File: config.mk
export PLATFORM = sky130hd
export DESIGN_NAME = slm_top
export DESIGN_NICKNAME = d
export VERILOG_FILES = /design/src/design/slm_pkg.sv /design/src/design/slm_top.sv
export VERILOG_INCLUDE_DIRS = /design/src /design/src/design
export SDC_FILE = /design/constraint.sdc
export NUM_CORES = 2
export LEC_CHECK = 0
export ABC_CLOCK_PERIOD_IN_PS = 15900
export BUFFER_PORTS_ARGS = -buffer_cell sky130_fd_sc_hd__buf_2
export CORE_MARGIN = 1
export CORE_UTILIZATION = 57
export DETAILED_ROUTE_END_ITERATION = 16
export PLACE_DENSITY_LB_ADDON = 0.12
export SYNTH_ARGS = -nofsm -noshare
export SYNTH_HDL_FRONTEND = slang
export SYNTH_SLANG_ARGS = --single-unit
File: constraint.sdc
create_clock -name mclk -period 15.9 [get_ports mclk]
set_input_delay 0.795 -clock mclk [delete_from_list [all_inputs] [get_ports mclk]]
set_output_delay 0.795 -clock mclk [all_outputs]
set_load 0.02 [all_outputs]
File: src/design/slm_params.svh
`ifndef SLM_PARAMS_SVH
`define SLM_PARAMS_SVH
// What this block does
// RULE_01 - On selection the motor is braked with the quick-stop ramp time.
// RULE_02 - Mode code 1 monitors a braking ramp, code 3 uses a delay; reset value 1.
// RULE_03 - Four monitored load-speed levels, each 2000 rpm after reset.
// RULE_04 - Levels two to four are usable only when selected over the fieldbus.
// RULE_05 - While active, the setpoint is clamped to level times percentage, 80 % default.
// RULE_06 - Effective limits readable: positive, negative and absolute.
// RULE_07 - Delay mode starts monitoring 100 ms after selection; ramp mode ignores it.
// RULE_08 - Each level has its own stop response: 0 is category A, 1 is B.
// RULE_09 - Ramp gradient comes from reference speed 1500 rpm over 10 s.
// RULE_10 - Ramp monitoring waits a delay of 250 ms before ramping down.
// RULE_11 - A status bit is 1 while limited-speed monitoring is active.
// RULE_12 - An enable bit of 1 enables the function, 0 inhibits it.
// RULE_13 - Diagnostics give load speed, ramp limit and limited-speed limit.
// RULE_14 - Induction motors: load speed is electrical speed corrected by slip.
// RULE_15 - The limits drive the ramp generator's positive and negative limits.
// RULE_16 - Acceptance mode suspends speed limiting for its time, then restores it.
// RULE_17 - Acceptance time defaults to 40000 ms and never exceeds 100 s.
// RULE_18 - Commissioning sets the delay longer than the worst braking time.
// RULE_19 - Active monitoring compares absolute speed to the level and stops on excess.

// ----------------------------------------------------------------------------
// Timing
// ----------------------------------------------------------------------------
`define SLM_CLK_HZ          40000000
`define SLM_MS_PER_S        1000
`define SLM_SEL_DELAY_MS    16'h0064
`define SLM_RAMP_DELAY_MS   16'h00fa
`define SLM_RAMP_TIME_S     16'h000a
`define SLM_ACCEPT_MS       17'h09c40
`define SLM_ACCEPT_MAX_S    17'h00064
`define SLM_QSTOP_MS        16'h03e8

// ----------------------------------------------------------------------------
// Register offsets and fields
// ----------------------------------------------------------------------------
`define SLM_A_CTRL          8'h00
`define SLM_A_LEVEL0        8'h04
`define SLM_A_PCT           8'h14
`define SLM_A_SELDLY        8'h18
`define SLM_A_RREF          8'h1c
`define SLM_A_RDLY          8'h20
`define SLM_A_RTIME         8'h24
`define SLM_A_ACCEPT        8'h28
`define SLM_A_QSTOP         8'h2c
`define SLM_A_STATUS        8'h30
`define SLM_A_DIAG0         8'h34
`define SLM_A_LIM0          8'h40
`define SLM_A_IRQ_STS       8'h4c
`define SLM_A_IRQ_CLR       8'h50
`define SLM_A_IRQ_EN        8'h54
`define SLM_F_EN            0
`define SLM_F_MODE          1
`define SLM_F_SLIP          3
`define SLM_F_ACC_GO        4
`define SLM_F_STOPB         16
`define SLM_MODE_RAMP       2'h1
`define SLM_MODE_DELAY      2'h3
`define SLM_R_LEVEL_RPM     16'h07d0
`define SLM_R_PCT           8'h50
`define SLM_R_RREF          16'h05dc
`define SLM_FULL_SCALE      16'h7fff
`endif

File: src/design/slm_pkg.sv
package slm_pkg;

  // Monitor sequence after a selection.
  typedef enum logic [1:0] {
    SLM_IDLE,
    SLM_BRAKE,
    SLM_MONITOR,
    SLM_STOPPED
  } slm_state_type;

  // One speed level with its own stop response.
  typedef struct packed {
    logic        stop_b;
    logic [15:0] rpm;
  } slm_level_type;

  // Positive, negative and absolute setpoint limits.
  typedef struct packed {
    logic [15:0] pos;
    logic [15:0] neg;
    logic [15:0] abs_lim;
  } slm_limits_type;

endpackage : slm_pkg

File: src/design/slm_top.sv
// The implementer's own choices: the address map and the AXI4-Lite slave port.
`timescale 1ns/1ps
`include "slm_params.svh"

module slm_top
  import slm_pkg::*;
#(
  parameter int MS_CYCLES = `SLM_CLK_HZ / `SLM_MS_PER_S
) (
  input  wire logic        mclk,
  input  wire logic        rst_n,
  input  wire logic        ce,
  input  wire logic [7:0]  s_axi_awaddr,
  input  wire logic        s_axi_awvalid,
  output logic             s_axi_awready,
  input  wire logic [31:0] s_axi_wdata,
  input  wire logic [3:0]  s_axi_wstrb,
  input  wire logic        s_axi_wvalid,
  output logic             s_axi_wready,
  output logic [1:0]       s_axi_bresp,
  output logic             s_axi_bvalid,
  input  wire logic        s_axi_bready,
  input  wire logic [7:0]  s_axi_araddr,
  input  wire logic        s_axi_arvalid,
  output logic             s_axi_arready,
  output logic [31:0]      s_axi_rdata,
  output logic [1:0]       s_axi_rresp,
  output logic             s_axi_rvalid,
  input  wire logic        s_axi_rready,
  input  wire logic        select_req,
  input  wire logic        select_via_fieldbus,
  input  wire logic [1:0]  level_req,
  input  wire logic [15:0] elec_speed,
  input  wire logic [15:0] slip_speed,
  input  wire logic [15:0] setpoint_in,
  output logic [15:0]      setpoint_out,
  output logic             quick_stop_req,
  output logic [15:0]      quick_stop_ramp_time,
  output logic [15:0]      ramp_pos_speed_limit,
  output logic [15:0]      ramp_neg_speed_limit,
  output logic             limited_speed_active_flag,
  output logic             stop_a_req,
  output logic             stop_b_req,
  output logic             irq
);
  // --------------------------------------------------------------------------
  // Helpers
  // --------------------------------------------------------------------------
  // Magnitude of a signed speed; the most negative value still fits unsigned.
  function automatic logic [15:0] mag(input logic [15:0] v);
    mag = v[15] ? 16'((~v) + 16'h0001) : v;
  endfunction : mag
  // Merge write data into a register under the byte strobes.
  function automatic logic [31:0] merge(input logic [31:0] old, input logic [31:0] nw,
                                        input logic [3:0] st);
    for (int i = 0; i < 4; i++) begin
      merge[i*8 +: 8] = st[i] ? nw[i*8 +: 8] : old[i*8 +: 8];
    end
  endfunction : merge

  // --------------------------------------------------------------------------
  // Registers
  // --------------------------------------------------------------------------
  localparam logic [16:0] ACC_MAX = 17'(`SLM_ACCEPT_MAX_S * `SLM_MS_PER_S);
  localparam logic [15:0] RTIME_MS = 16'(`SLM_RAMP_TIME_S * `SLM_MS_PER_S);
  slm_level_type  level_q [4];
  slm_state_type  st_q;
  slm_limits_type lim_q;
  logic           en_q;
  logic [1:0]     mode_q;
  logic           slip_q;
  logic [7:0]     pct_q;
  logic [15:0]    seldly_q;
  logic [15:0]    rref_q;
  logic [15:0]    rdly_q;
  logic [15:0]    rtime_q;
  logic [16:0]    accept_q;
  logic [15:0]    qstop_q;
  logic [2:0]     irq_sts_q;
  logic [2:0]     irq_en_q;
  logic [16:0]    acc_left_q;
  logic           acc_on_q;
  logic [15:0]    pre_q;
  logic [15:0]    tmr_q;
  logic [15:0]    ramp_lim_q;
  logic [31:0]    racc_q;
  logic [15:0]    load_q;
  logic [31:0]    rdata_q;
  // --------------------------------------------------------------------------
  // AXI4-Lite slave
  // --------------------------------------------------------------------------
  logic       wr_go;
  logic       rd_go;
  logic [7:0] wa;
  logic [7:0] ra;
  logic [1:0] wsel;
  logic       acc_go;
  logic [2:0] irq_clr;
  logic [1:0] lvl;
  // Address and data are taken together, one write outstanding at a time.
  assign s_axi_awready = ce & s_axi_awvalid & s_axi_wvalid & ~s_axi_bvalid;
  assign s_axi_wready  = s_axi_awready;
  assign s_axi_arready = ce & ~s_axi_rvalid;
  assign wr_go         = s_axi_awready;
  assign rd_go         = s_axi_arready & s_axi_arvalid;
  assign wa            = {s_axi_awaddr[7:2], 2'b00};
  assign ra            = {s_axi_araddr[7:2], 2'b00};
  assign wsel          = 2'(wa[4:2] - 3'h1);
  assign acc_go  = wr_go & (wa == `SLM_A_CTRL) & s_axi_wstrb[0] & s_axi_wdata[`SLM_F_ACC_GO];
  assign irq_clr = (wr_go & (wa == `SLM_A_IRQ_CLR) & s_axi_wstrb[0]) ? s_axi_wdata[2:0] : 3'h0;
  // Write response: decode errors for addresses past the end of the map.
  always_ff @(posedge mclk or negedge rst_n) begin
    if (!rst_n) begin
      s_axi_bvalid <= 1'b0;
      s_axi_bresp  <= 2'h0;
    end else if (ce) begin
      if (wr_go) begin
        s_axi_bvalid <= 1'b1;
        s_axi_bresp  <= (wa > `SLM_A_IRQ_EN) ? 2'h3 : 2'h0;
      end else if (s_axi_bready) begin
        s_axi_bvalid <= 1'b0;
      end
    end
  end
  // Software-written settings.
  always_ff @(posedge mclk or negedge rst_n) begin
    if (!rst_n) begin
      en_q     <= 1'b1;
      mode_q   <= `SLM_MODE_RAMP;                          // [RULE_02]
      slip_q   <= 1'b0;
      pct_q    <= `SLM_R_PCT;
      seldly_q <= `SLM_SEL_DELAY_MS;
      rref_q   <= `SLM_R_RREF;
      rdly_q   <= `SLM_RAMP_DELAY_MS;
      rtime_q  <= RTIME_MS;
      accept_q <= `SLM_ACCEPT_MS;
      qstop_q  <= `SLM_QSTOP_MS;
      irq_en_q <= 3'h0;
      for (int i = 0; i < 4; i++) begin
        level_q[i] <= '{stop_b: 1'b0, rpm: `SLM_R_LEVEL_RPM}; // [RULE_03] [RULE_08]
      end
    end else if (ce && wr_go) begin
      case (wa)
        `SLM_A_CTRL: begin
          if (s_axi_wstrb[0]) begin
            en_q   <= s_axi_wdata[`SLM_F_EN];
            mode_q <= s_axi_wdata[`SLM_F_MODE +: 2];
            slip_q <= s_axi_wdata[`SLM_F_SLIP];
          end
        end
        `SLM_A_LEVEL0, 8'h08, 8'h0c, 8'h10: begin
          level_q[wsel] <= 17'(merge({15'h0, level_q[wsel]}, s_axi_wdata, s_axi_wstrb));
        end
        `SLM_A_PCT:    pct_q    <= 8'(merge({24'h0, pct_q}, s_axi_wdata, s_axi_wstrb));
        `SLM_A_SELDLY: seldly_q <= 16'(merge({16'h0, seldly_q}, s_axi_wdata, s_axi_wstrb));
        `SLM_A_RREF:   rref_q   <= 16'(merge({16'h0, rref_q}, s_axi_wdata, s_axi_wstrb));
        `SLM_A_RDLY:   rdly_q   <= 16'(merge({16'h0, rdly_q}, s_axi_wdata, s_axi_wstrb));
        `SLM_A_RTIME:  rtime_q  <= 16'(merge({16'h0, rtime_q}, s_axi_wdata, s_axi_wstrb));
        `SLM_A_QSTOP:  qstop_q  <= 16'(merge({16'h0, qstop_q}, s_axi_wdata, s_axi_wstrb));
        `SLM_A_IRQ_EN: irq_en_q <= 3'(merge({29'h0, irq_en_q}, s_axi_wdata, s_axi_wstrb));
        `SLM_A_ACCEPT: begin
          // Longer times are cut to the ceiling so the test window stays bounded.
          if (merge({15'h0, accept_q}, s_axi_wdata, s_axi_wstrb) > {15'h0, ACC_MAX}) begin
            accept_q <= ACC_MAX;                              // [RULE_17]
          end else begin
            accept_q <= 17'(merge({15'h0, accept_q}, s_axi_wdata, s_axi_wstrb));
          end
        end
        default: ;
      endcase
    end
  end
  // Read data mux.
  always_comb begin
    case (ra)
      `SLM_A_CTRL:    rdata_q = {27'h0, slip_q, mode_q, en_q};
      `SLM_A_LEVEL0:  rdata_q = {15'h0, level_q[0]};
      8'h08:          rdata_q = {15'h0, level_q[1]};
      8'h0c:          rdata_q = {15'h0, level_q[2]};
      8'h10:          rdata_q = {15'h0, level_q[3]};
      `SLM_A_PCT:     rdata_q = {24'h0, pct_q};
      `SLM_A_SELDLY:  rdata_q = {16'h0, seldly_q};
      `SLM_A_RREF:    rdata_q = {16'h0, rref_q};
      `SLM_A_RDLY:    rdata_q = {16'h0, rdly_q};
      `SLM_A_RTIME:   rdata_q = {16'h0, rtime_q};
      `SLM_A_ACCEPT:  rdata_q = {15'h0, accept_q};
      `SLM_A_QSTOP:   rdata_q = {16'h0, qstop_q};
      `SLM_A_STATUS:  rdata_q = {28'h0, stop_a_req | stop_b_req, acc_on_q, quick_stop_req,
                                 limited_speed_active_flag};  // [RULE_11]
      `SLM_A_DIAG0:   rdata_q = {16'h0, load_q};              // [RULE_13]
      8'h38:          rdata_q = {16'h0, ramp_lim_q};
      8'h3c:          rdata_q = {16'h0, (st_q == SLM_IDLE) ? 16'h0 : level_q[lvl].rpm};
      `SLM_A_LIM0:    rdata_q = {16'h0, lim_q.pos};            // [RULE_06]
      8'h44:          rdata_q = {16'h0, lim_q.neg};
      8'h48:          rdata_q = {16'h0, lim_q.abs_lim};
      `SLM_A_IRQ_STS: rdata_q = {29'h0, irq_sts_q};
      `SLM_A_IRQ_EN:  rdata_q = {29'h0, irq_en_q};
      default:        rdata_q = 32'h0;
    endcase
  end
  // Read answer one cycle after the address is taken.
  always_ff @(posedge mclk or negedge rst_n) begin
    if (!rst_n) begin
      s_axi_rvalid <= 1'b0;
      s_axi_rdata  <= 32'h0;
      s_axi_rresp  <= 2'h0;
    end else if (ce) begin
      if (rd_go) begin
        s_axi_rvalid <= 1'b1;
        s_axi_rdata  <= rdata_q;
        s_axi_rresp  <= (ra > `SLM_A_IRQ_EN) ? 2'h3 : 2'h0;
      end else if (s_axi_rready) begin
        s_axi_rvalid <= 1'b0;
      end
    end
  end

  // --------------------------------------------------------------------------
  // Speed, selection and timing
  // --------------------------------------------------------------------------
  logic        ms_tick;
  logic        sel_ok;
  logic        over_lvl;
  logic        over_ramp;
  logic [23:0] prod;
  logic [15:0] pct_lim;
  // Only the fieldbus path can name levels above the first.
  assign lvl      = select_via_fieldbus ? level_req : 2'h0;          // [RULE_04]
  assign ms_tick  = (pre_q == 16'(MS_CYCLES - 1));
  assign sel_ok   = en_q & select_req;                              // [RULE_12]
  assign over_lvl  = load_q > level_q[lvl].rpm;                     // [RULE_19]
  assign over_ramp = load_q > ramp_lim_q;
  assign prod     = level_q[lvl].rpm * pct_q;
  assign pct_lim  = (prod / 24'h000064 > 24'h007fff) ? `SLM_FULL_SCALE : 16'(prod / 24'h000064);
  // Load-side speed magnitude, slip-corrected when the motor is asynchronous.
  always_ff @(posedge mclk or negedge rst_n) begin
    if (!rst_n) begin
      load_q <= 16'h0;
    end else if (ce) begin
      load_q <= mag(slip_q ? 16'(elec_speed - slip_speed) : elec_speed); // [RULE_14]
    end
  end
  // Millisecond prescaler shared by every timer.
  always_ff @(posedge mclk or negedge rst_n) begin
    if (!rst_n) begin
      pre_q <= 16'h0;
    end else if (ce) begin
      pre_q <= ms_tick ? 16'h0 : 16'(pre_q + 16'h0001);
    end
  end

  // --------------------------------------------------------------------------
  // Monitor sequence
  // --------------------------------------------------------------------------
  always_ff @(posedge mclk or negedge rst_n) begin
    if (!rst_n) begin
      st_q  <= SLM_IDLE;
      tmr_q <= 16'h0;
    end else if (ce) begin
      case (st_q)
        SLM_IDLE: begin
          tmr_q <= 16'h0;
          if (sel_ok) begin
            st_q <= SLM_BRAKE;
          end
        end
        SLM_BRAKE: begin
          if (ms_tick && tmr_q != 16'hffff) begin
            tmr_q <= 16'(tmr_q + 16'h0001);
          end
          if (!sel_ok) begin
            st_q <= SLM_IDLE;
          end else if (mode_q == `SLM_MODE_RAMP) begin
            if (over_ramp) begin
              st_q <= SLM_STOPPED;
            end else if (ramp_lim_q <= level_q[lvl].rpm) begin
              st_q <= SLM_MONITOR;
            end
          end else if (tmr_q >= seldly_q) begin
            st_q <= SLM_MONITOR;                            // [RULE_07]
          end
        end
        SLM_MONITOR: begin
          if (!sel_ok) begin
            st_q <= SLM_IDLE;
          end else if (over_lvl) begin
            st_q <= SLM_STOPPED;                            // [RULE_19]
          end
        end
        SLM_STOPPED: begin
          if (!sel_ok) begin
            st_q <= SLM_IDLE;
          end
        end
        default: st_q <= SLM_IDLE;
      endcase
    end
  end
  // Ramp limit falls by the reference speed per ramp time after its delay.
  always_ff @(posedge mclk or negedge rst_n) begin
    if (!rst_n) begin
      ramp_lim_q <= `SLM_FULL_SCALE;
      racc_q     <= 32'h0;
    end else if (ce) begin
      if (st_q != SLM_BRAKE) begin
        ramp_lim_q <= (st_q == SLM_IDLE) ? load_q : ramp_lim_q;
        racc_q     <= 32'h0;
      end else if (tmr_q >= rdly_q) begin                   // [RULE_10]
        if (rtime_q == 16'h0) begin
          ramp_lim_q <= 16'h0;
        end else if (ms_tick) begin
          racc_q <= 32'(racc_q + {16'h0, rref_q});          // [RULE_09]
        end else if (racc_q >= {16'h0, rtime_q} && ramp_lim_q != 16'h0) begin
          racc_q     <= 32'(racc_q - {16'h0, rtime_q});
          ramp_lim_q <= 16'(ramp_lim_q - 16'h0001);
        end
      end
    end
  end
  // Acceptance window: limiting is lifted until the time runs out.
  always_ff @(posedge mclk or negedge rst_n) begin
    if (!rst_n) begin
      acc_on_q   <= 1'b0;
      acc_left_q <= 17'h0;
    end else if (ce) begin
      if (acc_go) begin
        acc_on_q   <= 1'b1;
        acc_left_q <= accept_q;
      end else if (acc_on_q && ms_tick) begin
        acc_left_q <= 17'(acc_left_q - 17'h00001);
        if (acc_left_q <= 17'h00001) begin
          acc_on_q <= 1'b0;                                 // [RULE_16]
        end
      end
    end
  end
  // Setpoint limits toward the ramp generator; full scale when not limiting.
  always_ff @(posedge mclk or negedge rst_n) begin
    if (!rst_n) begin
      lim_q <= '{pos: `SLM_FULL_SCALE, neg: 16'(-`SLM_FULL_SCALE), abs_lim: `SLM_FULL_SCALE};
    end else if (ce) begin
      if (st_q == SLM_IDLE || acc_on_q) begin
        lim_q <= '{pos: `SLM_FULL_SCALE, neg: 16'(-`SLM_FULL_SCALE), abs_lim: `SLM_FULL_SCALE};
      end else begin
        lim_q <= '{pos: pct_lim, neg: 16'(-pct_lim), abs_lim: pct_lim}; // [RULE_05] [RULE_16]
      end
    end
  end
  // Outputs toward the drive.
  always_ff @(posedge mclk or negedge rst_n) begin
    if (!rst_n) begin
      setpoint_out              <= 16'h0;
      quick_stop_req            <= 1'b0;
      limited_speed_active_flag <= 1'b0;
      stop_a_req                <= 1'b0;
      stop_b_req                <= 1'b0;
    end else if (ce) begin
      if ($signed(setpoint_in) > $signed(lim_q.pos)) begin
        setpoint_out <= lim_q.pos;                          // [RULE_05]
      end else if ($signed(setpoint_in) < $signed(lim_q.neg)) begin
        setpoint_out <= lim_q.neg;
      end else begin
        setpoint_out <= setpoint_in;
      end
      quick_stop_req            <= (st_q == SLM_BRAKE);     // [RULE_01]
      limited_speed_active_flag <= (st_q == SLM_MONITOR);   // [RULE_11]
      stop_a_req <= (st_q == SLM_STOPPED) & ~level_q[lvl].stop_b; // [RULE_08]
      stop_b_req <= (st_q == SLM_STOPPED) & level_q[lvl].stop_b;
    end
  end

  assign quick_stop_ramp_time = qstop_q;                    // [RULE_01]
  assign ramp_pos_speed_limit = lim_q.pos;                  // [RULE_15]
  assign ramp_neg_speed_limit = lim_q.neg;                  // [RULE_15]

  // --------------------------------------------------------------------------
  // Interrupts
  // --------------------------------------------------------------------------
  logic [2:0] ev;

  // Violation, acceptance expiry, delay-mode monitoring start; a set beats a clear.
  assign ev = {st_q == SLM_BRAKE && sel_ok && mode_q != `SLM_MODE_RAMP && tmr_q >= seldly_q,
               acc_on_q && ms_tick && acc_left_q <= 17'h00001 && !acc_go,
               st_q != SLM_STOPPED && st_q != SLM_IDLE && sel_ok &&
               (st_q == SLM_MONITOR ? over_lvl : (mode_q == `SLM_MODE_RAMP && over_ramp))};

  always_ff @(posedge mclk or negedge rst_n) begin
    if (!rst_n) begin
      irq_sts_q <= 3'h0;
    end else if (ce) begin
      irq_sts_q <= (irq_sts_q & ~irq_clr) | ev;
    end
  end

  assign irq = |(irq_sts_q & irq_en_q);

endmodule : slm_top

; ---- Word level (Yosys, flattened, before mapping)
; Cells that the tools add are included.
[totals]
output_inout_bits = 110
in_bits = 112
register_bits = 405
[op_classes]
reduce_logical = 57
n_eq_ne = 51
muxes = 63
n_bitwise = 24
n_div = 1
multipliers = 1
order_cmp = 16
n_addsub = 10
[op_table]
columns = operator, n
row1 = $pmux 17 s21, 1
row2 = $mux 16, 14
row3 = $mux 32, 5
row4 = $mux 17, 8
row5 = $eq 6x4->1 const B, 12
row6 = $bmux 17 s2, 2
row7 = $bwmux 68, 1
row8 = $add 16x1->16 const B, 3
row9 = $eq 6x3->1 const B, 8
row10 = $gt 16x16->1, 3
row11 = $mux 48, 1
row12 = $mux 8, 6
row13 = $reduce_and 3->1, 15
row14 = $eq 6x5->1 const B, 7
row15 = $demux 17 s2, 1
row16 = $add 32x16->32, 1
row17 = $ge 16x16->1, 2
row18 = $ge 32x16->1, 1
row19 = $gt 32x17->1 const B, 1
row20 = $pmux 16 s2, 1
row21 = $sub 32x16->32, 1
row22 = $div 24x7->24 const B, 1
row23 = $eq 6x2->1 const B, 4
row24 = $gt 24x15->1 const B, 1
row25 = 50 further kinds, 123

; ---- Depth between registers and ports, before layout
[logic_depth]
depth_word = 11
depth_mapped = 74

; ---- Least setup slack after synthesis
; Ideal clock, no wire load.
[synth_path]
path_type = input to register
from = input level_req[0]
to = register lim_q, in the netlist ramp_neg_speed_limit[14]
slack_ns = -1.396
n_path_buf = 6
stages = 68
setup_ns = 0.141
arrival_ns = 17.155
cell_sequence = clkbuf_1 nand2_1 clkbuf_1 mux2i_1 a21oi_1 nand2_1 fa_1 inv_1 fa_1 inv_1 fa_1 inv_1 fa_1 ha_1 buf_4 a21oi_1 o21ai_0 a21o_1 [... 32 more ...] or3_1 buf_2 o211a_2 o31ai_4 a221oi_2 a221o_1 or4b_1 a21oi_1 o21ai_1 a21oi_1 ha_1 nand2_1 or4_1 nor2_1 nand3_1 nor3_1 xnor2_1 o22ai_1
[synth_via]
elab_chain_cells = 11
[synth_lines]
columns = item, line_no
row1 = start: declaration, slm_top.sv:32  ; input wire logic [1:0] level_req,
row2 = $mux 2 *, slm_top.sv:228  ; assign lvl = select_via_fieldbus ? level_req : 2'h0;
row3 = $not 2->3 (not written as such) *, slm_top.sv:233  ; assign prod = level_q[lvl].rpm * pct_q;
row4 = $bmux 17 s2 *, slm_top.sv:233
row5 = $mux 17 * (2 in series), n/a
row6 = $mul 16x8->24 *, slm_top.sv:233
row7 = $div 24x7->24 *, slm_top.sv:234  ; assign pct_lim = (prod / 24'h000064 > 24'h007fff) ? `SLM_FULL_SCALE : 16'(prod / 24'h000064);
row8 = $gt 24x15->1, slm_top.sv:234
row9 = $mux 16 *, slm_top.sv:234
row10 = $neg 16->16 *, slm_top.sv:345  ; lim_q <= '{pos: pct_lim, neg: 16'(-pct_lim), abs_lim: pct_lim};
row11 = $mux 48 *, slm_top.sv:342  ; if (st_q == SLM_IDLE || acc_on_q) begin
row12 = end signal: assignment, slm_top.sv:340  ; lim_q <= '{pos: `SLM_FULL_SCALE, neg: 16'(-`SLM_FULL_SCALE), abs_lim: `SLM_FULL_SCALE};
row13 = end signal: assignment, slm_top.sv:343  ; lim_q <= '{pos: `SLM_FULL_SCALE, neg: 16'(-`SLM_FULL_SCALE), abs_lim: `SLM_FULL_SCALE};
row14 = end signal: assignment, slm_top.sv:345
row15 = end: declaration, slm_top.sv:68  ; slm_limits_type lim_q;
; Every way passes the cells marked *; elsewhere a longest branch is shown, timed or not. The select of a mux whose other input is x is not followed.
; A chain may end at the register's enable or synchronous reset.

; ---- Worst setup path after layout
[layout_path]
from = input level_req[1]
to = register lim_q, in the netlist ramp_neg_speed_limit[14]
; Same word-level chain as after synthesis.

==> summary.md <==
| Metric | Value |
|---|---|
| Result of the run | finished with violations |
| Violated checks | negative setup slack |
| Die extent in y | between 200 and 250 µm |
| Row count | just under 90 |
| Area contributors post-synth | dfrtp_1, ha_1, dfstp_2 |
| Most used cells in the layout excluding fill and tap cells | buf_4, nand2_1, inv_1 |
| Effective utilization at floorplan | 58.11% |
| CP Launch Type | primary input |
| Setup violators final | 5 |
| GR Util All Layers | 41.22% |
| Leakage power total | 0.01926 µW |
| Clock slew seen by the registers of the worst setup and hold paths | 60 ps |
| Number of sinks handled by clock tree synthesis | about 370 |
| Count of state elements after synthesis | 371 |
| Max-slew violation total from the final report | 0 |
| Maximum buffer depth of the clock tree | 3 |
| Number of enable flip-flop cells after synthesis | 0 |
| Peak supply drop | between 0.3 and 0.4 mV |
| Cell type contributing the most total cell area after synthesis | dfrtp_1 |
| Top delay family on crit path | compound AO/OA/AOI/OAI gates |
| Synth warnings | 0 |
| Placer congestion estimate | 1.043 |
| GR Overflow Total | 0 |
| Buffers plus inverters on the worst setup path | 13 |
| TritonCTS clock tree | yes |
| Data arrival time of the critical path | 16,740 ps |
| Power per cell area | approximately 140 nW/µm² |
| Transition time at the pin with the least slew margin | about 1300 ps |
| Most common library cell in the layout ignoring fill and taps | buf_4 |
| Die area | 58,780 µm² |
| Category of the critical setup timing path | in -> reg |
| Vias in the first global route | between 30,000 and 40,000 |
| Wire length of the first global-routing pass | around 190,000 µm |
| Hold Vio Cnt, Final | 0 |
| Number of vias per cell | 6.344 |
| Initial DRC Count | 3,477 |
| Critical path data required time | 16,350 ps |
| Ys flop type | dfrtp_1 |
| Average wire per cell in the routed design | between 20 and 25 µm |
| Total of buffers placed on input and output ports | just over 200 |
| Width of the chip | 242.5 µm |
| Placeable core region | 56,710 µm² |
| Antenna Violating Nets Remaining | 0 |
| Post-detailed-route DRC marker count | 0 |
| CP Max Fanout | 7 |
| Total number of vias | 33,210 |
| Proportion of synthesized flip-flops having asynchronous set or reset | 100.0% |
| Wire length after detailed routing | 124,200 µm |
| Peak clock frequency supported by timing | approximately 61 MHz |
| Post-Synthesis Mean Instance Area | roughly 8.7 µm² |
| RSZ-0062 raised after global routing | yes |
| Cell chosen for the clock root | clkbuf_16 |
| Fin crit share | 102.5% |
| Min Hold Slack | 242.5 ps |
| First-pass iteration count of the detailed router | 6 |
| Crit. End Element | flip-flop |
| Maximum single-stage delay on the critical path | around 570 ps |
| Post-Place Worst Slack | -1254 ps |
| Htree depth | 2 |
| HPWL Detailed | 92,970 µm |
| Gate count after technology mapping | 3,785 |
| Tightest Hold Check Type | in -> async |
| Count of cell types in the netlist | 130 |
| Largest net degree at the start of global routing | about 180 |
| Max_slew headroom | 13.40% |
| Cell at the slowest stage of the critical path | fa_1 |
| Num ports | 222 |
| Yosys top cell area share | 21.26% |
| Layout cell share with drive strength beyond 1 | a little under a third |
| Number of max-capacitance violations reported | 0 |
| Share of synthesized area occupied by flip-flops and latches | between 20% and 30% |
| TritonCTS Buffers | 43 |
| Insertion delay to the later sink of the worst-skew pair | 600 ps |
| Final clock skew | between 30 and 40 ps |
| Clock period minus worst slack | 16,290 ps |
| Top cell by count, worst path | buf_4 |
| Minimum setup slack in the final design | -389.8 ps |
| Total standard cell area after synthesis | 32,960 µm² |
| Final-stage net count | 4,856 |
| Synth-to-layout area growth | 28.04% |
| Antenna violations before repair | 5 |
==> metrics by stage <==
step | instances | power (µW) | area (µm²) | TNS (ps) | utilization [%]
2_1_floorplan | 3799 | 3288 | 33770 | -919.0 | -
3_3_place_gp | 5063 | 4608 | 38550 | -7717 | 67.98
3_5_place_dp | 5063 | 4621 | 38550 | -9854 | 67.98
4_1_cts | 5188 | 5755 | 41270 | -283.6 | 72.76
5_1_grt | 5230 | 6376 | 42190 | -5498 | 74.38
6_report | 5235 | 6023 | 42200 | -1550 | 74.41
==> cell type report <==
class / count / area, µm²
tap: 756 / 945.9
sequential: 371 / 9398
clock inverter: 13 / 132.6
antenna: 5 / 12.51
inverter: 290 / 1089
fill: 4304 / 14520
timing repair buffer: 777 / 5679
clock buffer: 67 / 1318
multi-input combinational: 2956 / 23620
==> worst paths after layout <==
check                          startpoint                  endpoint  slack (ps)  cells past startpoint
max                          level_req[1]  ramp_neg_speed_limit[14]        -390                     72
min                                 rst_n              s_axi_rvalid         240                      1
max reg2reg                   level_q[27]  ramp_neg_speed_limit[14]        -310                     70
min reg2reg                s_axi_rdata[2]            s_axi_rdata[2]         480                      2
max in group asynchronous           rst_n             acc_left_q[1]       13450                      3
min in group mclk            s_axi_rready              s_axi_rvalid         460                      4
==> Yosys cell counts, drive strengths merged, types with 38 or more instances <==
library cell  count
nor2            225
a31oi            50
a22oi            80
a21oi           224
mux2             95
dfrtp           280
clkbuf          133
nor2b            56
inv             289
a21o             53
and3             38
nor3             67
xnor2           102
xor2             54
nand4            49
and2            101
ha              218
a211oi           45
buf              49
nand2b           41
mux2i            89
fa               87
nand3            76
dfstp            91
o21ai           307
o211ai           46
nand2           384
==> flip-flops by register name (all words and copies together) (netlist names), 8 cells and up <==
signal / count
pct_q: 8
load_q: 16
rtime_q: 16
acc_left_q: 17
quick_stop_ramp_time: 16
s_axi_rdata: 17
rref_q: 16
accept_q: 17
ramp_pos_speed_limit: 16
tmr_q: 16
racc_q: 32
ramp_neg_speed_limit: 15
pre_q: 16
level_q: 68
rdly_q: 16
seldly_q: 16
ramp_lim_q: 16
setpoint_out: 16
==> metal layers <==
layer	part of all wire, %	vias to the layer above	GRT usage, %
li1	-	14990	-
met1	40	16110	54.98
met2	43	1727	61.63
met3	12	382	11.00
met4	5.6	2	20.70
met5	0.010	-	0
==> what timing repair did <==
item / CTS / global route
gates cloned: 2 / 0
resized for setup: 155 / 129
endpoints found under the setup margin: 7 / 16
pin swaps: 84 / 104
buffers inserted: 44 / 44
hold buffers: 0 / 0
==> logic make-up (layout without fill, tap and decap cells) <==
group                    after synthesis  count (layout)  synth area share, %
AND/OR/NAND/NOR                     1168            1168                17.57
multiplexers                         201             201                7.183
XOR/XNOR                             156             156                4.260
adder cells (fa/ha/maj)              307             307                13.63
other                                  1              20              0.01138
buffers and inverters                472            1147                5.809
flip-flops                           371             371                28.52
AO/OA/AOI/OAI                       1109            1109                23.03
==> where the power goes <==
| part | internal, µW | switching [µW] |
|---|---|---|
| Sequential | 1100 | 256 |
| Combinational | 1690 | 1940 |
| Clock | 603 | 431 |
No activity file was read; power rests on OpenSTA's default activity.
